File: src/hw/tt3_defs.svh
// Register map, field positions and counts of the third reload timer
// Operation
// - Split bit picks one 16-bit or two 8-bit
// - 16-bit rollover reloads and sets high flag
// - Timer irq on 16-bit rollover while irq enable input set
// - Low-byte irq too when its enable set
// - Split bytes reload from own reload byte
// - Split run bit gates high byte only
// - 16-bit mode run bit halts or counts
// - High byte source: system clock, /12, ext/8
// - Low byte same; external select shared
// - External divided tick synchronised to system clock
// - Low flag sets on low rollover always
// - Split high rollover sets high flag
// - Split irq on high, low if enabled
// - Hardware never clears overflow flags
// - Control bit layout 7,6,5,3,2,0
// - Control bits 4,1 read zero
// - Count bytes join or stand alone
`ifndef TT3_DEFS_SVH
`define TT3_DEFS_SVH

`define TT3_ADDR_CONTROL 8'h91
`define TT3_ADDR_RELOAD_LOW 8'h92
`define TT3_ADDR_RELOAD_HIGH 8'h93
`define TT3_ADDR_COUNT_LOW 8'h94
`define TT3_ADDR_COUNT_HIGH 8'h95

`define TT3_BIT_HIGH_FLAG 7
`define TT3_BIT_LOW_FLAG 6
`define TT3_BIT_LOW_IRQ_EN 5
`define TT3_BIT_SPLIT 3
`define TT3_BIT_RUN 2
`define TT3_BIT_EXT_SEL 0
`define TT3_CONTROL_MASK 8'hED

`define TT3_RESET_BYTE 8'h00
`define TT3_BYTE_MAX 8'hFF
`define TT3_BYTE_ONE 8'h01

`define TT3_DIV12_LAST 4'hB
`define TT3_EXT_DIV_LAST 3'h7

`endif

File: src/hw/tt3_pkg.sv
// Types shared by the third reload timer modules
package tt3_pkg;

  typedef logic [7:0] tt3_byte_t;

  typedef enum logic {
    TT3_MODE_WIDE,
    TT3_MODE_SPLIT
  } tt3_mode_t;

  typedef struct packed {
    logic high_flag;
    logic low_flag;
    logic low_irq_en;
    logic split;
    logic run;
    logic ext_sel;
  } tt3_ctrl_t;

endpackage : tt3_pkg

File: src/hw/tt3_tick_if.sv
// Count tick bundle from the tick source to the timer core
`timescale 1ns/1ps
`default_nettype none
interface tt3_tick_if;
  logic div12_tick;
  logic ext_tick;
  modport src (output div12_tick, output ext_tick);
  modport dst (input div12_tick, input ext_tick);
endinterface : tt3_tick_if
`default_nettype wire

File: src/hw/tt3_tick_gen.sv
// Prescaler and external oscillator synchroniser for the timer
`timescale 1ns/1ps
`default_nettype none
`include "tt3_defs.svh"
module tt3_tick_gen (
  input wire logic i_mclk,
  input wire logic i_rst,
  input wire logic i_ext_osc,
  tt3_tick_if.src tick
);
  import tt3_pkg::*;

  logic [3:0] div12_r;
  logic sync1_r;
  logic sync2_r;
  logic sync3_r;
  logic [2:0] ext_div_r;
  logic div12_tick_r;
  logic ext_tick_r;
  logic ext_rise;

  always_ff @(posedge i_mclk) begin
    if (i_rst) begin
      div12_r <= 4'h0;
      div12_tick_r <= 1'b0;
    end else if (div12_r == `TT3_DIV12_LAST) begin
      div12_r <= 4'h0;
      div12_tick_r <= 1'b1;
    end else begin
      div12_r <= div12_r + 4'h1;
      div12_tick_r <= 1'b0;
    end
  end

  // Only sync2_r reads sync1_r; edges are taken past the second stage
  always_ff @(posedge i_mclk) begin
    if (i_rst) begin
      sync1_r <= 1'b0;
      sync2_r <= 1'b0;
      sync3_r <= 1'b0;
    end else begin
      sync1_r <= i_ext_osc;
      sync2_r <= sync1_r;
      sync3_r <= sync2_r;
    end
  end

  assign ext_rise = sync2_r & ~sync3_r;

  // Oscillator faster than the system clock would lose edges here
  always_ff @(posedge i_mclk) begin
    if (i_rst) begin
      ext_div_r <= 3'h0;
      ext_tick_r <= 1'b0;
    end else if (ext_rise) begin
      ext_div_r <= ext_div_r + 3'h1;
      ext_tick_r <= (ext_div_r == `TT3_EXT_DIV_LAST);
    end else begin
      ext_tick_r <= 1'b0;
    end
  end

  assign tick.div12_tick = div12_tick_r;
  assign tick.ext_tick = ext_tick_r;
endmodule : tt3_tick_gen
`default_nettype wire

File: src/hw/tt3_timer.sv
// Third auto-reload timer: registers, counters, flags and request
`timescale 1ns/1ps
`default_nettype none
`include "tt3_defs.svh"
module tt3_timer (
  input wire logic i_mclk,
  input wire logic i_rst,
  input wire logic [7:0] i_sfr_addr,
  input wire logic i_sfr_wr,
  input wire tt3_pkg::tt3_byte_t i_sfr_wdata,
  input wire logic i_sfr_rd,
  input wire logic i_irq_enable,
  input wire logic i_high_byte_clock_select,
  input wire logic i_low_byte_clock_select,
  input wire logic i_ext_osc,
  output logic [7:0] o_sfr_rdata,
  output logic o_irq_req,
  output logic o_high_overflow,
  output logic o_low_overflow
);
  import tt3_pkg::*;

  // Picks one count tick for a byte from its clock-select bits
  function automatic logic pick_tick(
    input logic byte_sel,
    input logic ext_sel,
    input logic div12_tick,
    input logic ext_tick
  );
    logic t;
    if (byte_sel) begin
      t = 1'b1;
    end else if (ext_sel) begin
      t = ext_tick;
    end else begin
      t = div12_tick;
    end
    return t;
  endfunction : pick_tick

  // Next value of an 8-bit auto-reload byte on one tick
  function automatic tt3_byte_t step_byte(
    input tt3_byte_t cur,
    input tt3_byte_t reload
  );
    tt3_byte_t v;
    if (cur == `TT3_BYTE_MAX) begin
      v = reload;
    end else begin
      v = cur + `TT3_BYTE_ONE;
    end
    return v;
  endfunction : step_byte

  tt3_tick_if tick_bus ();

  tt3_tick_gen u_tick (
    .i_mclk(i_mclk),
    .i_rst(i_rst),
    .i_ext_osc(i_ext_osc),
    .tick(tick_bus.src)
  );

  tt3_ctrl_t ctrl_r;
  tt3_ctrl_t ctrl_nxt;
  tt3_byte_t reload_low_r;
  tt3_byte_t reload_high_r;
  tt3_byte_t count_low_r;
  tt3_byte_t count_low_nxt;
  tt3_byte_t count_high_r;
  tt3_byte_t count_high_nxt;
  logic [7:0] rdata_r;
  logic irq_r;
  logic high_ovf_r;
  logic low_ovf_r;

  tt3_mode_t mode;
  logic low_tick;
  logic high_tick;
  logic wide_adv;
  logic low_adv;
  logic high_adv;
  logic low_wrap;
  logic high_wrap;
  logic set_high_flag;
  logic set_low_flag;
  logic wr_ctrl;
  logic wr_rll;
  logic wr_rlh;
  logic wr_cl;
  logic wr_ch;
  logic sel_ctrl;
  logic sel_rll;
  logic sel_rlh;
  logic sel_cl;
  logic sel_ch;
  logic irq_cond;
  tt3_byte_t ctrl_read;

  // Decoded once so reads and writes cannot disagree on the map
  always_comb begin
    sel_ctrl = 1'b0;
    sel_rll = 1'b0;
    sel_rlh = 1'b0;
    sel_cl = 1'b0;
    sel_ch = 1'b0;
    if (i_sfr_addr == `TT3_ADDR_CONTROL) begin
      sel_ctrl = 1'b1;
    end else if (i_sfr_addr == `TT3_ADDR_RELOAD_LOW) begin
      sel_rll = 1'b1;
    end else if (i_sfr_addr == `TT3_ADDR_RELOAD_HIGH) begin
      sel_rlh = 1'b1;
    end else if (i_sfr_addr == `TT3_ADDR_COUNT_LOW) begin
      sel_cl = 1'b1;
    end else if (i_sfr_addr == `TT3_ADDR_COUNT_HIGH) begin
      sel_ch = 1'b1;
    end
    wr_ctrl = sel_ctrl & i_sfr_wr;
    wr_rll = sel_rll & i_sfr_wr;
    wr_rlh = sel_rlh & i_sfr_wr;
    wr_cl = sel_cl & i_sfr_wr;
    wr_ch = sel_ch & i_sfr_wr;
  end

  assign mode = ctrl_r.split ? TT3_MODE_SPLIT : TT3_MODE_WIDE;

  // Tick selection, one source per byte
  always_comb begin
    low_tick = pick_tick(i_low_byte_clock_select, ctrl_r.ext_sel,
                         tick_bus.div12_tick, tick_bus.ext_tick);
  end

  always_comb begin
    high_tick = pick_tick(i_high_byte_clock_select, ctrl_r.ext_sel,
                          tick_bus.div12_tick, tick_bus.ext_tick);
  end

  // Advance enables, at most one step per system clock cycle
  always_comb begin
    wide_adv = 1'b0;
    low_adv = 1'b0;
    high_adv = 1'b0;
    case (mode)
      TT3_MODE_WIDE: begin
        // Wide count follows the low byte source
        wide_adv = ctrl_r.run & low_tick;
      end
      TT3_MODE_SPLIT: begin
        low_adv = low_tick;
        high_adv = ctrl_r.run & high_tick;
      end
      default: begin
        wide_adv = 1'b0;
      end
    endcase
  end

  // Rollover detection
  always_comb begin
    low_wrap = 1'b0;
    high_wrap = 1'b0;
    case (mode)
      TT3_MODE_WIDE: begin
        low_wrap = wide_adv & (count_low_r == `TT3_BYTE_MAX);
        high_wrap = low_wrap & (count_high_r == `TT3_BYTE_MAX);
      end
      TT3_MODE_SPLIT: begin
        low_wrap = low_adv & (count_low_r == `TT3_BYTE_MAX);
        high_wrap = high_adv & (count_high_r == `TT3_BYTE_MAX);
      end
      default: begin
        low_wrap = 1'b0;
      end
    endcase
    set_low_flag = low_wrap;
    set_high_flag = high_wrap;
  end

  // Count next values; a software write beats counting that cycle
  always_comb begin
    count_low_nxt = count_low_r;
    count_high_nxt = count_high_r;
    case (mode)
      TT3_MODE_WIDE: begin
        if (high_wrap) begin
          count_low_nxt = reload_low_r;
          count_high_nxt = reload_high_r;
        end else if (wide_adv) begin
          count_low_nxt = count_low_r + `TT3_BYTE_ONE;
          if (low_wrap) begin
            count_high_nxt = count_high_r + `TT3_BYTE_ONE;
          end
        end
      end
      TT3_MODE_SPLIT: begin
        if (low_adv) begin
          count_low_nxt = step_byte(count_low_r, reload_low_r);
        end
        if (high_adv) begin
          count_high_nxt = step_byte(count_high_r, reload_high_r);
        end
      end
      default: begin
        count_low_nxt = count_low_r;
      end
    endcase
    if (wr_cl) begin
      count_low_nxt = i_sfr_wdata;
    end
    if (wr_ch) begin
      count_high_nxt = i_sfr_wdata;
    end
  end

  // Control next value; a hardware set wins over a clearing write
  always_comb begin
    ctrl_nxt = ctrl_r;
    if (wr_ctrl) begin
      ctrl_nxt.high_flag = i_sfr_wdata[`TT3_BIT_HIGH_FLAG];
      ctrl_nxt.low_flag = i_sfr_wdata[`TT3_BIT_LOW_FLAG];
      ctrl_nxt.low_irq_en = i_sfr_wdata[`TT3_BIT_LOW_IRQ_EN];
      ctrl_nxt.split = i_sfr_wdata[`TT3_BIT_SPLIT];
      ctrl_nxt.run = i_sfr_wdata[`TT3_BIT_RUN];
      ctrl_nxt.ext_sel = i_sfr_wdata[`TT3_BIT_EXT_SEL];
    end
    // Flags only ever set here, never cleared by hardware
    if (set_high_flag) begin
      ctrl_nxt.high_flag = 1'b1;
    end
    if (set_low_flag) begin
      ctrl_nxt.low_flag = 1'b1;
    end
  end

  always_ff @(posedge i_mclk) begin
    if (i_rst) begin
      ctrl_r <= '0;
    end else begin
      ctrl_r <= ctrl_nxt;
    end
  end

  // Reload bytes only change on a software write
  always_ff @(posedge i_mclk) begin
    if (i_rst) begin
      reload_low_r <= `TT3_RESET_BYTE;
    end else if (wr_rll) begin
      reload_low_r <= i_sfr_wdata;
    end
  end

  always_ff @(posedge i_mclk) begin
    if (i_rst) begin
      reload_high_r <= `TT3_RESET_BYTE;
    end else if (wr_rlh) begin
      reload_high_r <= i_sfr_wdata;
    end
  end

  // Software writes are already folded into the next values
  always_ff @(posedge i_mclk) begin
    if (i_rst) begin
      count_low_r <= `TT3_RESET_BYTE;
    end else begin
      count_low_r <= count_low_nxt;
    end
  end

  always_ff @(posedge i_mclk) begin
    if (i_rst) begin
      count_high_r <= `TT3_RESET_BYTE;
    end else begin
      count_high_r <= count_high_nxt;
    end
  end

  // Control readback with the unused bits forced low
  always_comb begin
    ctrl_read = `TT3_RESET_BYTE;
    ctrl_read[`TT3_BIT_HIGH_FLAG] = ctrl_r.high_flag;
    ctrl_read[`TT3_BIT_LOW_FLAG] = ctrl_r.low_flag;
    ctrl_read[`TT3_BIT_LOW_IRQ_EN] = ctrl_r.low_irq_en;
    ctrl_read[`TT3_BIT_SPLIT] = ctrl_r.split;
    ctrl_read[`TT3_BIT_RUN] = ctrl_r.run;
    ctrl_read[`TT3_BIT_EXT_SEL] = ctrl_r.ext_sel;
    ctrl_read = ctrl_read & `TT3_CONTROL_MASK;
  end

  // Read data is registered, so it lags the strobe by one cycle
  always_ff @(posedge i_mclk) begin
    if (i_rst) begin
      rdata_r <= `TT3_RESET_BYTE;
    end else if (!i_sfr_rd) begin
      rdata_r <= `TT3_RESET_BYTE;
    end else if (sel_ctrl) begin
      rdata_r <= ctrl_read;
    end else if (sel_rll) begin
      rdata_r <= reload_low_r;
    end else if (sel_rlh) begin
      rdata_r <= reload_high_r;
    end else if (sel_cl) begin
      rdata_r <= count_low_r;
    end else if (sel_ch) begin
      rdata_r <= count_high_r;
    end else begin
      rdata_r <= `TT3_RESET_BYTE;
    end
  end

  // Request follows the sticky flags, so a late enable still sees them
  always_comb begin
    irq_cond = ctrl_r.high_flag | (ctrl_r.low_flag & ctrl_r.low_irq_en);
  end

  // Level request held while a qualifying flag stays set
  always_ff @(posedge i_mclk) begin
    if (i_rst) begin
      irq_r <= 1'b0;
    end else begin
      irq_r <= i_irq_enable & irq_cond;
    end
  end

  // Overflow pulses for neighbours that count timer rollovers
  always_ff @(posedge i_mclk) begin
    if (i_rst) begin
      high_ovf_r <= 1'b0;
    end else begin
      high_ovf_r <= high_wrap;
    end
  end

  always_ff @(posedge i_mclk) begin
    if (i_rst) begin
      low_ovf_r <= 1'b0;
    end else begin
      low_ovf_r <= low_wrap;
    end
  end

  assign o_sfr_rdata = rdata_r;
  assign o_irq_req = irq_r;
  assign o_high_overflow = high_ovf_r;
  assign o_low_overflow = low_ovf_r;
endmodule : tt3_timer
`default_nettype wire

File: config.mk
export PLATFORM = sky130hd
export DESIGN_NAME = tt3_timer
export DESIGN_NICKNAME = d
export VERILOG_FILES = /design/src/hw/tt3_pkg.sv /design/src/hw/tt3_tick_if.sv /design/src/hw/tt3_tick_gen.sv /design/src/hw/tt3_timer.sv
export VERILOG_INCLUDE_DIRS = /design/src /design/src/hw
export SDC_FILE = /design/constraint.sdc
export NUM_CORES = 1
export LEC_CHECK = 0
export ABC_AREA = 0
export BUFFER_PORTS_ARGS = -buffer_cell sky130_fd_sc_hd__buf_2
export CORE_MARGIN = 1.5
export CORE_UTILIZATION = 50
export DETAILED_ROUTE_END_ITERATION = 6
export PLACE_DENSITY = 0.72
export SLEW_MARGIN = 10
export SYNTH_ARGS = -nofsm -noshare
export SYNTH_HDL_FRONTEND = slang
export SYNTH_SLANG_ARGS = --single-unit
File: constraint.sdc
create_clock -name i_mclk -period 2.3 [get_ports i_mclk]
set_clock_uncertainty 0.15 [all_clocks]
set_input_delay 0.23 -clock i_mclk [delete_from_list [all_inputs] [get_ports i_mclk]]
set_output_delay 0.23 -clock i_mclk [all_outputs]
set_load 0.05 [all_outputs]
# [Word level (Yosys, flattened, before mapping)]
# Index checks and enable logic that the tools add are counted.
[totals] output_inout_bits=11 register_bits=61
[classes] reduce_logical=8 n_mux=46 eq_ne=14 bitwise=19 add_sub_neg=4
[ops] operator="8-bit 2-to-1 mux" n=16
[ops] operator="8-bit == test, second input constant" n=7
[ops] operator="8-bit one-hot mux with 2 select lines" n=2
[ops] operator="1-bit 2-to-1 mux" n=25
[ops] operator="8-bit by 1-bit adder with 8-bit output, second input constant" n=2
[ops] operator="1-bit AND" n=14
[ops] operator="4-bit inequality test, second input constant" n=3
[ops] operator="6-bit 2-to-1 mux" n=1
[ops] operator="3-bit by 1-bit inequality test with 1-bit output, second input constant" n=2
[ops] operator="2-bit OR reduction" n=3
[ops] operator="4-bit by 1-bit adder with 4-bit output, second input constant" n=1
[ops] operator="4-bit == test, second input constant" n=1
[ops] operator="1-bit inverter" n=4
[ops] operator="1-bit one-hot mux with 2 select lines" n=2
[ops] operator="2-bit nonzero test" n=2
[ops] operator="3-bit by 1-bit adder with 3-bit output, second input constant" n=1
[ops] operator="3-bit == test, second input constant" n=1
[ops] operator="3-bit AND reduction" n=1
[ops] operator="3-bit OR reduction" n=1
[ops] operator="2-bit AND reduction" n=1
[ops] operator="1-bit bitwise OR" n=1

# [Logic depth before layout (Yosys ltp)]
# Gate-level depths: netlist (run 1).
[depth] word_depth=11 mapped_depth=8 ltp_nobuf=6

# [Cells and area by module]
# From an unflattened synthesis (run 1), not the netlist that was laid out.
[unflattened] cells_unflattened=359 area_unflattened_um2=3198.1
[modules_own_cells] mod="tt3_timer" instances=1 cells_each=319 area_per_inst_um2=2766.4
[modules_own_cells] mod="tt3_tick_gen" instances=1 cells_each=40 area_per_inst_um2=431.7

# [Worst setup path before layout (run 1)]
# OpenSTA, ideal clock, no wires.
[synth_path] kind="reg-to-reg" from="reg count_high_r[0]" to="reg count_low_r[1]" path_stages_with_launch=8 setup_ns=0.101 slack_ns=-0.168 t_arrival_ns=2.217 path_cell_list="dfxtp_1 ha_1 nand3_1 or2_1 buf_6 o32ai_4 mux2_2 o41ai_1"
[synth_via] elab_chain_len=6 elab_cells_between_ends=9
[synth_lines] item="from (decl)" line="tt3_timer.sv:70" source="tt3_byte_t count_high_r;"
[synth_lines] item="from (signal assigned)" line="tt3_timer.sv:271" source="count_high_r <= `TT3_RESET_BYTE;"
[synth_lines] item="from (signal assigned)" line="tt3_timer.sv:273" source="count_high_r <= count_high_nxt;"
[synth_lines] item="8-bit == test (no line) *"
[synth_lines] item="1-bit AND, on equally long branches" line="tt3_timer.sv:169, tt3_timer.sv:165"
[synth_lines] item="1-bit one-hot mux with 2 select lines *" line="tt3_timer.sv:162" source="case (mode)"
[synth_lines] item="8-bit 2-to-1 mux" line="tt3_timer.sv:185" source="if (high_wrap) begin"
[synth_lines] item="8-bit one-hot mux with 2 select lines" line="tt3_timer.sv:183" source="case (mode)"
[synth_lines] item="8-bit 2-to-1 mux" line="tt3_timer.sv:207" source="if (wr_cl) begin"
[synth_lines] item="to (signal assigned)" line="tt3_timer.sv:263" source="count_low_r <= `TT3_RESET_BYTE;"
[synth_lines] item="to (signal assigned)" line="tt3_timer.sv:265" source="count_low_r <= count_low_nxt;"
[synth_lines] item="to (decl)" line="tt3_timer.sv:68" source="tt3_byte_t count_low_r;"
# Mark *: on every way between the ends. The rest lies on a longest branch, timed or not.
# A chain may end at the register's enable or synchronous reset.

# [Final worst setup path (run 1)]
# Same ends and word-level chain as after synthesis.

==> Flow_metrics.wiki, run 1 <==
{| class="wikitable"
! Metric !! Value
|-
| Proportion of total power due to net switching || a little under a quarter
|-
| Final hold viol count || 0
|-
| Number of nets with antenna violations after routing || 0
|-
| Floorplan row count || 28
|-
| Crit Reg-Reg Startpoint || count_high_r[0]
|-
| Data required time at the worst endpoint || ~2.4 ns
|-
| Half-perimeter wire length of the detailed placement result || about 6.7 mm
|-
| TritonCTS Buffers || 9
|-
| Portion of total power attributed to the clock network || roughly 44%
|-
| Clock-pin slew on the worst setup and hold paths || 0.07 ns
|-
| Buffers added on ports || 34
|-
| Setup repair after global routing missed its margin || false
|-
| Sum of routed wire length over all layers || approximately 9 mm
|-
| P_leak || roughly 1.4 nW
|-
| Reg2Reg Setup Slack || ~0.1 ns
|-
| Initial standard-cell utilization of the core || between 50% and 60%
|-
| Maximum fanout count along the critical path || 8
|-
| Commonest non-fill, non-tap cells in the layout || 59 x sky130_fd_sc_hd__dfxtp_1, 48 x sky130_fd_sc_hd__nor2_1, 34 x sky130_fd_sc_hd__buf_2, 34 x sky130_fd_sc_hd__buf_4, 25 x sky130_fd_sc_hd__nand2_1
|-
| CP max-delay cell || sky130_fd_sc_hd__dfxtp_4
|-
| IR drop worst, VDD || approximately 410 uV
|-
| Number of flip-flops and latches in the synthesized netlist || 61
|-
| Worst hold slack across all endpoints || around 0.036 ns
|-
| Reg power frac || between 50 and 60%
|-
| H-tree Lvls || 3
|-
| Antenna cells || 0
|-
| Clock root buffer master || sky130_fd_sc_hd__clkbuf_8
|-
| Max capacitance violation total || 0
|-
| Fin Setup TNS || 0 ns
|-
| Global routing usage on met2 || ~45%
|-
| Via density || approximately 6.1
|-
| Slew at the pin with the worst max-slew slack || just over 0.7 ns
|-
| Met1 track demand over resource in global routing || around 38%
|-
| Number of enable flip-flop cells after synthesis || 0
|-
| Number of antenna violations at the first check in global routing || 0
|-
| Internal power || ~1.6 mW
|-
| Busiest layer in global routing || met2
|-
| Detailed Routing Iterations Pass 1 || 5
|-
| Post-Synthesis Cells || roughly 360
|-
| Area inside the core boundary || roughly 6000 sq um
|-
| Sequential share of the synthesized area || between 30 and 40%
|-
| Number of library cell types mapped by synthesis || 61
|-
| Number of synthesis warnings || 0
|-
| Final-report setup violation count || 0
|-
| Number of max-slew violations in the final report || 0
|-
| Fin crit share || between 90% and 100%
|-
| Gate power share || 5.4%
|-
| Flip-flop cell with the highest count after synthesis || sky130_fd_sc_hd__dfxtp_1
|-
| First-pass GRT wire length || roughly 14 mm
|-
| Full die area || 6770 sq um
|-
| Syn_area_per_cell || roughly 9 sq um
|-
| Fmax || around 0.46 GHz
|-
| Post-synthesis instance area || approximately 3100 sq um
|-
| WHS Path Cells || 3
|-
| Worst endpoint data arrival time || 2.29 ns
|-
| Depth of the worst register-to-register path || 6
|-
| Pin count of the biggest net entering global routing || 44
|-
| DRC || 0
|-
| Final Wtd Congestion || approximately 0.94
|-
| Number of primary I/O pins || 35
|-
| Switching Power || approximately 0.5 mW
|-
| Die width || ~82 um
|-
| TritonCTS clock tree || yes
|-
| Area added between synthesis and finish || 21.2%
|-
| Sort of element at the end of the critical path || flip-flop
|-
| Number of nets in the final layout || approximately 440
|-
| Clock sink count || 61
|-
| Status || finished, final reports clean
|-
| Fraction of final layout cells with drive strength greater than 1 || between 20% and 30%
|-
| Most common cell after layout, fill and taps aside || sky130_fd_sc_hd__dfxtp_1
|-
| Net count after synthesis || between 300 and 400
|-
| Startpoint class of the critical path || flip-flop
|-
| Met3 capacity usage during global routing || under 10%
|-
| Post-detailed-route wirelength per cell || ~18 um
|-
| Worst min path class || input pin to flip-flop
|-
| CP max stage delay || 0.40 ns
|-
| GR Overflow Total || 0
|-
| Launch instance of the worst min-delay path || i_sfr_wdata[1]
|-
| Number of global-route vias before repair || approximately 2.8k
|-
| Cell breakdown of the critical path || ha_4 -> nand3_2 -> or2_1 -> o32ai_4 -> mux2_2 -> o41ai_1
|-
| Floorplan die height || approximately 82 um
|-
| Endpoint of the most critical register-to-register path || count_low_r[1]
|-
| Minimum clock period || 2.20 ns
|-
| Pwr/cell area || between 500 and 600 nW/um^2
|-
| Max_slew headroom || between 50% and 60%
|-
| Number of vias after detailed routing || about 3.0k
|-
| Clock Latency Late Sink || approximately 0.34 ns
|-
| Number of buffers on the longest clock path || 2
|-
| Fraction of registers with async set/reset || 0%
|-
| Kind of critical path || flip-flop to flip-flop
|-
| WHS Endpoint || count_high_r[1]
|-
| Overall fraction of global-route tracks in use || 28.6%
|-
| Iteration-0 DRC count of the detailed router || roughly 310
|}
[area by class of cell]
type / count / area [sq um]
clock inverters: 4 / 47.5
clock buffers: 12 / 145
flip-flops and latches: 61 / 1230
inverters: 6 / 22.5
repair buffers: 70 / 445
well taps: 75 / 93.8
fillers: 523 / 2180
multi-input cells: 267 / 1830
[flip-flops by register name (all words and copies together), names as in the netlist, 3 cells and up]
register,cells
u_tick.ext_div_r,3
ctrl_r,6
reload_low_r,8
u_tick.div12_r,4
reload_high_r,8
count_high_r,8
o_sfr_rdata,8
count_low_r,8
[synthesized netlist by cell type, drive strengths merged (2+ instances only)]
master	number	share of area [%]
dfxtp	61	39
nor2	48	5.7
nand2	25	3.0
a21oi	19	3.0
mux2i	19	6.1
nand3	18	2.9
clkbuf	17	2.0
a22oi	9	2.2
nor3	8	1.3
a2111oi	7	2.3
buf	7	1.2
nand3b	7	1.7
o32ai	7	2.5
xnor2	7	2.0
a21boi	6	1.4
a221oi	6	1.7
inv	6	0.72
nor2b	6	1.2
nor4	6	1.6
a211oi	5	1.2
a311oi	5	1.4
and4	5	1.4
ha	5	2.0
mux2	4	1.4
nor3b	4	0.96
and2	3	0.60
nand4	3	1.1
o211ai	3	0.72
o21ai	3	0.48
a32oi	2	0.56
o22ai	2	0.40
o41ai	2	0.56
or4	2	0.48
[worst max-delay path by stage]
stage | endpoint | slack, ns | cells after the start | from
after floorplan | count_low_r[1] | 0.001 | 7 | count_high_r[1]
after global placement | count_low_r[1] | 0.13 | 6 | count_high_r[0]
after detailed placement | count_low_r[3] | 0.08 | 6 | count_high_r[0]
after CTS | count_low_r[3] | 0.05 | 6 | count_high_r[0]
after global routing | count_low_r[1] | 0.03 | 6 | count_high_r[0]
final | count_low_r[1] | 0.10 | 6 | count_high_r[0]
[cell families after synthesis]
| logic type | after synthesis | synth area share, % |
|---|---|---|
| and+or+nand+nor | 142 | 23.6 |
| AOI/OAI and AO/OA | 89 | 21.9 |
| DFF | 61 | 38.9 |
| buffers and inverters | 30 | 3.90 |
| muxes | 23 | 7.49 |
| xor gates and xnor gates | 8 | 2.23 |
| adders and majority gates | 5 | 1.99 |
[routing by layer]
layer	up-vias	share of wire, %
met2	146	45
met5	-	0
met4	0	3.0
met3	29	7.5
li1	1457	-
met1	1408	44
[worst max-delay path, delay by kind of cell (launching register included)]
kind | cells | cell delay (ns)
AND/OR/NAND/NOR | 2 | 0.34
adder cells (fa/ha/maj) | 1 | 0.17
multiplexers | 1 | 0.39
flip-flops | 1 | 0.40
AO/OA/AOI/OAI | 2 | 0.65
[through the flow]
| stage | instances | util (%) | total power [mW] | worst slack [ns] | area [sq um] |
|---|---|---|---|---|---|
| after global placement | 476 | 59.7 | 1.20 | 0.127 | 3570 |
| final | 495 | 63.6 | 2.12 | 0.103 | 3810 |
| after CTS | 494 | 63.2 | 2.14 | 0.0498 | 3790 |
| after detailed placement | 476 | 59.7 | 1.20 | 0.0770 | 3570 |
| after global routing | 495 | 63.6 | 2.20 | 0.0298 | 3810 |
| after floorplan | 358 | - | 1.15 | 0.00125 | 3160 |
[repair_timing]
action,CTS,global route
hold buffers,2,0
hold endpoints to repair,2,0
setup buffers,0,1
endpoints found under the setup margin,0,4
resized for setup,0,2
[power by group through the flow]
stage	combinational [mW]	sequential (mW)	clock, mW
after floorplan	0.0541	1.09	0
after global placement	0.108	1.09	0
after detailed placement	0.110	1.09	0
after CTS	0.113	1.07	0.962
after global routing	0.124	1.07	1.01
final	0.114	1.07	0.940
(Power assumes the default switching activity.)
==> inputs of run 2 (changes only) <==
==> constraint.sdc (replaced) <==
create_clock -name i_mclk -period 2.3 [get_ports i_mclk]
set_clock_uncertainty 0.15 [all_clocks]
set_input_delay 0.115 -clock i_mclk [delete_from_list [all_inputs] [get_ports i_mclk]]
set_output_delay 0.115 -clock i_mclk [all_outputs]
set_load 0.05 [all_outputs]
==> run 2 against run 1 <==
Combinational power increased by 12%. Clock power increased by 15%. Via count increased by 4.3%. Flip-flop and latch count unchanged. Largest cell class unchanged.
==> Flow_metrics.wiki, run 2 (same netlist as run 1, synthesis figures left out) <==
{| class="wikitable"
! Metric !! Value
|-
| Via density || about 6.3
|-
| Final hold viol count || 0
|-
| Worst endpoint data arrival time || between 2 and 2.5 ns
|-
| Clock sink count || just over 60
|-
| Antenna cells || 0
|-
| TritonCTS Buffers || 9
|-
| H-tree Lvls || 3
|-
| Final-report setup violation count || 0
|-
| First-pass GRT wire length || ~15 mm
|-
| Worst setup timing slack at the placement stage || between 0.1 and 0.15 ns
|-
| Reg2Reg Setup Slack || 0.06 ns
|-
| Commonest non-fill, non-tap cells in the layout || 59 x sky130_fd_sc_hd__dfxtp_1, 48 x sky130_fd_sc_hd__nor2_1, 34 x sky130_fd_sc_hd__buf_2, 33 x sky130_fd_sc_hd__buf_4, 25 x sky130_fd_sc_hd__nand2_1
|-
| Bufs and invs on worst path || 2
|-
| Kind of critical path || flip-flop to flip-flop
|-
| Proportion of total power due to net switching || a little over a fifth
|-
| Number of antenna violations at the first check in global routing || 0
|-
| Number of global-route vias before repair || a little under 3k
|-
| Number of vias after detailed routing || about 3.2k
|-
| IR drop worst, VDD || 481 uV
|-
| Number of primary I/O pins || 35
|-
| Startpoint class of the critical path || flip-flop
|-
| Met3 capacity usage during global routing || a little under a tenth
|-
| Clock Latency Late Sink || 0.34 ns
|-
| Pin count of the biggest net entering global routing || 41
|-
| Data required time at the worst endpoint || between 2 and 2.5 ns
|-
| Die width || slightly above 80 um
|-
| Internal power || between 1.5 and 2 mW
|-
| Overall fraction of global-route tracks in use || between 30% and 40%
|-
| Fin Setup TNS || 0 ns
|-
| Reg power frac || a little under half
|-
| Cell family contributing the most delay on the critical path || compound AO/OA/AOI/OAI gates
|-
| Number of nets with antenna violations after routing || 0
|-
| Iteration-0 DRC count of the detailed router || about 430
|-
| Area added between synthesis and finish || 25.9%
|-
| Fraction of final layout cells with drive strength greater than 1 || ~23%
|-
| Global routing usage on met2 || a little under half
|-
| Busiest layer in global routing || met2
|-
| Switching Power || around 0.49 mW
|-
| Floorplan row count || 28
|-
| Max capacitance violation total || 0
|-
| Number of buffers on the longest clock path || 2
|-
| Half-perimeter wire length of the detailed placement result || between 6 and 7 mm
|-
| Detailed Routing Iterations Pass 1 || 6
|-
| Portion of total power attributed to the clock network || between 40% and 50%
|-
| Area inside the core boundary || roughly 6000 sq um
|-
| CP max stage delay || around 0.41 ns
|-
| Final Wtd Congestion || roughly 0.99
|-
| Gate power share || approximately 5.6%
|-
| CP max-delay cell || sky130_fd_sc_hd__mux2_2
|-
| Fmax || between 0.4 and 0.5 GHz
|-
| Sum of routed wire length over all layers || between 9 and 10 mm
|-
| DRC || 0
|-
| Number of max-slew violations in the final report || 0
|-
| Setup repair after global routing missed its margin || true
|-
| Clock-pin slew on the worst setup and hold paths || about 0.070 ns
|-
| Met1 track demand over resource in global routing || between 30% and 40%
|-
| Buffers added on ports || 34
|-
| Most common cell after layout, fill and taps aside || sky130_fd_sc_hd__dfxtp_1
|-
| Max_slew headroom || 51.3%
|-
| Clock root buffer master || sky130_fd_sc_hd__clkbuf_8
|-
| Number of nets in the final layout || around 460
|-
| Minimum clock period || approximately 2.2 ns
|-
| Slew at the pin with the worst max-slew slack || approximately 0.73 ns
|-
| Status || finished, final reports clean
|-
| Floorplan die height || roughly 82 um
|-
| Cell breakdown of the critical path || mux2_2 -> o211ai_1 -> o32ai_4 -> buf_4 -> buf_6 -> or3_1 -> a311oi_1
|-
| Fin crit share || a little over nine tenths
|-
| P_leak || around 1.5 nW
|-
| Pwr/cell area || about 580 nW/um^2
|-
| Maximum fanout count along the critical path || 6
|-
| Post-detailed-route wirelength per cell || between 15 and 20 um
|-
| Sort of element at the end of the critical path || flip-flop
|-
| Worst min path class || input pin to flip-flop
|-
| GR Overflow Total || 0
|-
| Full die area || between 6000 and 7000 sq um
|-
| Initial standard-cell utilization of the core || between 50 and 60%
|-
| TritonCTS clock tree || yes
|-
| Post-route setup slack || just over 0.06 ns
|}
-- run 2: cell count changes in the layout (fill, tap and decap cells not counted), sizes merged --
cell / previous run / this run
buf: 68 / 69
dlygate4sd3: 2 / 12
bufinv: 1 / 2
clkbuf: 12 / 13
clkinv: 2 / 0
-- run 2: final timing paths --
check	start	endpoint	depth (start not counted)
min	i_sfr_wr	reload_high_r[1]	4
min reg2reg	u_tick.sync1_r	u_tick.sync2_r	1
max	ctrl_r[0]	count_low_r[7]	7
max reg2reg	ctrl_r[0]	count_low_r[7]	7
-- run 2: worst min-delay path, delay by kind of cell --
kind | cells | cell delay, ns
buffers and inverters | 2 | 0.29
AND/OR/NAND/NOR | 1 | 0.09
AO/OA/AOI/OAI | 1 | 0.05
-- run 2: cell type report --
type,count,area (sq um)
clock inverters,3,67.6
well taps,75,93.8
inverters,6,22.5
fillers,530,2040
multi-input cells,267,1820
clock buffers,13,159
repair buffers,81,561
flip-flops and latches,61,1230
-- run 2: layer usage --
| metal | up-vias | share of wire (%) |
|---|---|---|
| met5 | - | 0 |
| met4 | 0 | 3.9 |
| met3 | 37 | 10 |
| met2 | 183 | 45 |
| met1 | 1471 | 41 |
| li1 | 1479 | - |
-- run 2: stage by stage --
stage | util, % | hold WS (ns) | power [mW] | instance area, sq um | instances
after floorplan | - | 0.0932 | 1.15 | 3160 | 358
after global placement | 59.4 | 0.181 | 1.20 | 3560 | 474
after detailed placement | 59.4 | 0.202 | 1.21 | 3560 | 474
after CTS | 65.2 | 0.0765 | 2.30 | 3910 | 502
after global routing | 66.0 | 0.0995 | 2.36 | 3950 | 506
final | 66.0 | 0.0951 | 2.28 | 3950 | 506
-- run 2: repair_timing --
item,CTS,global route
endpoints found under the hold margin,33,0
buffers inserted,0,4
setup endpoints to repair,0,6
hold buffers,12,0
resized for setup,0,5
-- run 2: power by group through the flow --
stage                     Combinational [mW]  Clock (mW)  Sequential, mW
final                                  0.128        1.08            1.07
after global routing                   0.138        1.15            1.07
after CTS                              0.125        1.11            1.07
after detailed placement               0.111           0            1.09
after global placement                 0.108           0            1.09
after floorplan                       0.0541           0            1.09
==> inputs of run 3 (changes only) <==
--- a/config.mk
+++ b/config.mk
@@ -15,4 +15,6 @@
 export SLEW_MARGIN = 10
 export SYNTH_ARGS = -nofsm -noshare
 export SYNTH_HDL_FRONTEND = slang
+export SYNTH_HIERARCHICAL = 1
 export SYNTH_SLANG_ARGS = --single-unit
+export TNS_END_PERCENT = 100
==> run 3 against run 2 <==
Sequential share of layout area fell by 0.073 points. Routed wire length down 4.9%. Worst hold slack worse by 0.040 ns. Sequential power about the same. Combinational power is 5% higher. Die area up 1.8%. Synthesized cell count is 0.28% higher. Cell count down 0.79%. Non-clock buffer count decreased by 9. Critical endpoint is now count_high_r[3]. Highest routed layer unchanged.
==> Flow_metrics.wiki, run 3 <==
{| class="wikitable"
! Metric !! Value
|-
| Pwr/cell area || ~600 nW/um^2
|-
| Compound-Gate Fraction of Synth Area || a little under a fifth
|-
| Number of placed instances with taps included || 477
|-
| Status || finished, final reports clean
|-
| Pin count of the biggest net entering global routing || 49
|-
| Number of library cell types mapped by synthesis || 59
|-
| Number of antenna violations at the first check in global routing || 0
|-
| First-pass GRT wire length || around 15 mm
|-
| Iteration-0 DRC count of the detailed router || between 200 and 300
|-
| Slew at the pin with the worst max-slew slack || between 0.6 and 0.7 ns
|-
| Floorplan row count || 28
|-
| Startpoint of the worst setup timing path || count_low_r[0]
|-
| Maximum fanout count along the critical path || 6
|-
| Launch instance of the worst min-delay path || i_rst
|-
| Number of max-slew violations in the final report || 0
|-
| Combinational family with the most area after synthesis || simple AND/OR/NAND/NOR gates
|-
| Number of enable flip-flop cells after synthesis || 0
|-
| TritonCTS Buffers || 9
|-
| Depth of the worst register-to-register path || 6
|-
| Top cell types by occurrence after synthesis || 61 x sky130_fd_sc_hd__dfxtp_1, 59 x sky130_fd_sc_hd__nor2_1, 37 x sky130_fd_sc_hd__mux2i_1
|-
| Buffers added on ports || 34
|-
| GR Overflow Total || 0
|-
| H-tree Lvls || 3
|-
| Die width || 83.0 um
|-
| Area inside the core boundary || 6060 sq um
|-
| Fraction of registers with async set/reset || 0%
|-
| Antenna cells || 0
|-
| Syn_area_per_cell || 8.91 sq um
|-
| CP max-delay cell || sky130_fd_sc_hd__dfxtp_2
|-
| Number of nets with antenna violations after routing || 0
|-
| Final-report setup violation count || 0
|-
| Fin Setup TNS || 0 ns
|-
| Fraction of the mapped netlist area in simple logic gates || approximately 23%
|-
| XOR/XNOR share of the synthesized area || under 10%
|-
| Sum of routed wire length over all layers || around 9 mm
|-
| Final Wtd Congestion || just over 0.9
|-
| Portion of total power attributed to the clock network || between 40% and 50%
|-
| Bufs and invs on worst path || 0
|-
| Adder-Cell Fraction of Synth Area || under 10%
|-
| Number of synthesis warnings || 6
|-
| Kind of critical path || flip-flop to flip-flop
|-
| DRC || 0
|-
| TritonCTS clock tree || yes
|-
| Post-synthesis instance area || about 3200 sq um
|-
| Gate power share || 5.6%
|-
| Number of buffers on the longest clock path || 2
|-
| Startpoint class of the critical path || flip-flop
|-
| Flip-flop cell with the highest count after synthesis || sky130_fd_sc_hd__dfxtp_1
|-
| Fraction of final layout cells with drive strength greater than 1 || ~22%
|-
| Leading post-synthesis cells by cell area || sky130_fd_sc_hd__dfxtp_1 38%, sky130_fd_sc_hd__mux2i_1 12%, sky130_fd_sc_hd__nor2_1 6.9%
|-
| Clock root buffer master || sky130_fd_sc_hd__clkbuf_8
|-
| Area added between synthesis and finish || 23.6%
|-
| Max_slew headroom || about 56%
|-
| Overall fraction of global-route tracks in use || ~28%
|-
| Sequential share of the synthesized area || about two fifths
|-
| Final hold viol count || 0
|-
| Cell family contributing the most delay on the critical path || compound AO/OA/AOI/OAI gates
|-
| Post-Layout Cell Count || 502
|-
| Floorplan die height || approximately 83 um
|-
| Worst min path class || input pin to flip-flop
|-
| Max capacitance violation total || 0
|-
| Data required time at the worst endpoint || approximately 2.4 ns
|-
| Clock sink count || between 60 and 70
|-
| Net count after synthesis || ~390
|-
| Number of global-route vias before repair || roughly 3.0k
|-
| WHS Path Cells || 4
|-
| Post-Synthesis Cells || between 300 and 400
|-
| Buffers inserted during post-CTS setup optimization || 0
|-
| Post-detailed-route wirelength per cell || between 15 and 20 um
|-
| Critical path endpoint || count_high_r[3]
|-
| Fmax || approximately 0.46 GHz
|-
| P_leak || between 1.5 and 2 nW
|-
| Most area-hungry cell type in the Yosys netlist || sky130_fd_sc_hd__dfxtp_1
|-
| Sort of element at the end of the critical path || flip-flop
|-
| IR drop worst, VDD || around 640 uV
|-
| Reg2Reg Setup Slack || 0.13 ns
|-
| Endpoint of the most critical register-to-register path || count_high_r[3]
|-
| Number of flip-flops and latches in the synthesized netlist || between 60 and 70
|-
| Initial standard-cell utilization of the core || between 50% and 60%
|-
| Fin crit share || 94.5%
|-
| Number of primary I/O pins || 35
|-
| Cell breakdown of the critical path || ha_2 -> nand4_1 -> a211o_2 -> a21o_4 -> mux2_4 -> a2111oi_2
|-
| Number of vias after detailed routing || 3030
|-
| Crit Reg-Reg Startpoint || count_low_r[0]
|-
| Half-perimeter wire length of the detailed placement result || approximately 6.5 mm
|-
| Switching Power || between 0.5 and 0.6 mW
|-
| Proportion of total power due to net switching || approximately a fifth
|-
| Clock-pin slew on the worst setup and hold paths || ~0.070 ns
|-
| Setup repair after global routing missed its margin || false
|-
| Fill count || 518
|-
| Internal power || between 1.5 and 2 mW
|-
| Reg power frac || between 40 and 50%
|-
| Commonest non-fill, non-tap cells in the layout || 59 x sky130_fd_sc_hd__nor2_1, 59 x sky130_fd_sc_hd__dfxtp_1, 37 x sky130_fd_sc_hd__mux2i_1, 34 x sky130_fd_sc_hd__buf_2, 28 x sky130_fd_sc_hd__buf_4
|-
| Number of nets in the final layout || 452
|-
| Most frequent cell after synthesis || sky130_fd_sc_hd__dfxtp_1
|-
| CP max stage delay || around 0.38 ns
|-
| Full die area || 6880 sq um
|-
| Critical path depth in cells || 6
|-
| Via density || around 6
|-
| Detailed Routing Iterations Pass 1 || 5
|-
| Post-synth top area share || a little under two fifths
|-
| Worst endpoint data arrival time || 2.27 ns
|-
| Mux share of post-synthesis cell area || between 10% and 20%
|-
| Clock Latency Late Sink || roughly 0.35 ns
|-
| Minimum clock period || about 2.2 ns
|}
-- run 3: cell count changes in the layout (fill, tap and decap cells not counted), sizes merged, moves of 6 or more --
cell | previous run | this run
buf | 69 | 62
a21oi | 19 | 10
nand2 | 25 | 15
mux2i | 19 | 37
a21boi | 6 | 0
o32ai | 7 | 1
a22oi | 9 | 1
nor2 | 48 | 61
a221oi | 6 | 0
o21ai | 3 | 10
-- run 3: per-stage QoR --
stage / util, % / setup WS, ns / instance area, sq um / hold WS (ns) / total power, mW
floorplan: - / 0.0990 / 3200 / 0.0366 / 1.16
global placement: 59.1 / 0.140 / 3580 / 0.174 / 1.21
detailed placement: 59.1 / 0.0681 / 3580 / 0.190 / 1.22
CTS: 64.8 / 0.0359 / 3930 / 0.0556 / 2.41
global route: 65.2 / 0.0267 / 3950 / 0.102 / 2.48
finish: 65.2 / 0.128 / 3950 / 0.0552 / 2.40
-- run 3: what timing repair did --
| item | CTS | global route |
|---|---|---|
| endpoints found under the hold margin | 32 | 0 |
| setup endpoints to repair | 0 | 12 |
| gates resized for setup | 0 | 9 |
| hold buffers | 10 | 0 |
-- run 3: layout make-up --
cell class,instances,area [sq um],area share [%]
inverter,8,30.0,0.759
tap,75,93.8,2.37
sequential,61,1220,30.9
clock buffer,11,151,3.83
clock inverter,4,95.1,2.41
timing repair buffer,72,480,12.2
multi-input combinational,271,1880,47.5
-- run 3: worst min path at each step --
| stage | to | slack (ns) |
|---|---|---|
| after floorplan | u_tick/sync3_r | 0.04 |
| after global placement | u_tick/sync1_r | 0.17 |
| after detailed placement | u_tick/sync1_r | 0.19 |
| after CTS | count_high_r[2] | 0.06 |
| after global routing | count_high_r[4] | 0.10 |
| final | count_high_r[2] | 0.06 |
-- run 3: worst register-to-register path, stage by stage, from the launching register on --
cell and delay, ns:
sky130_fd_sc_hd__dfxtp_2 0.38, sky130_fd_sc_hd__ha_2 0.23, sky130_fd_sc_hd__nand4_1 0.10, sky130_fd_sc_hd__a211o_2 0.31, sky130_fd_sc_hd__a21o_4 0.25, sky130_fd_sc_hd__mux2_4 0.30
sky130_fd_sc_hd__a2111oi_2 0.35
-- run 3: layer usage --
layer,vias up,share of wire (%),GRT usage [%]
li1,1460,-,-
met1,1446,43,34.3
met2,109,49,45.5
met3,15,6.3,6.66
met4,0,2.1,12.6
met5,-,0,0
-- run 3: cells by family after synthesis --
logic type | after synthesis
and+or+nand+nor | 142
AOI/OAI and AO/OA | 79
DFF | 61
muxes | 41
buffers and inverters | 27
adders and majority gates | 5
xor gates and xnor gates | 4
-- run 3: power groups by stage --
stage	logic [mW]	registers (mW)	clock network [mW]
after floorplan	0.0637	1.10	0
after global placement	0.118	1.10	0
after detailed placement	0.120	1.10	0
after CTS	0.133	1.07	1.20
after global routing	0.148	1.07	1.25
final	0.135	1.07	1.19
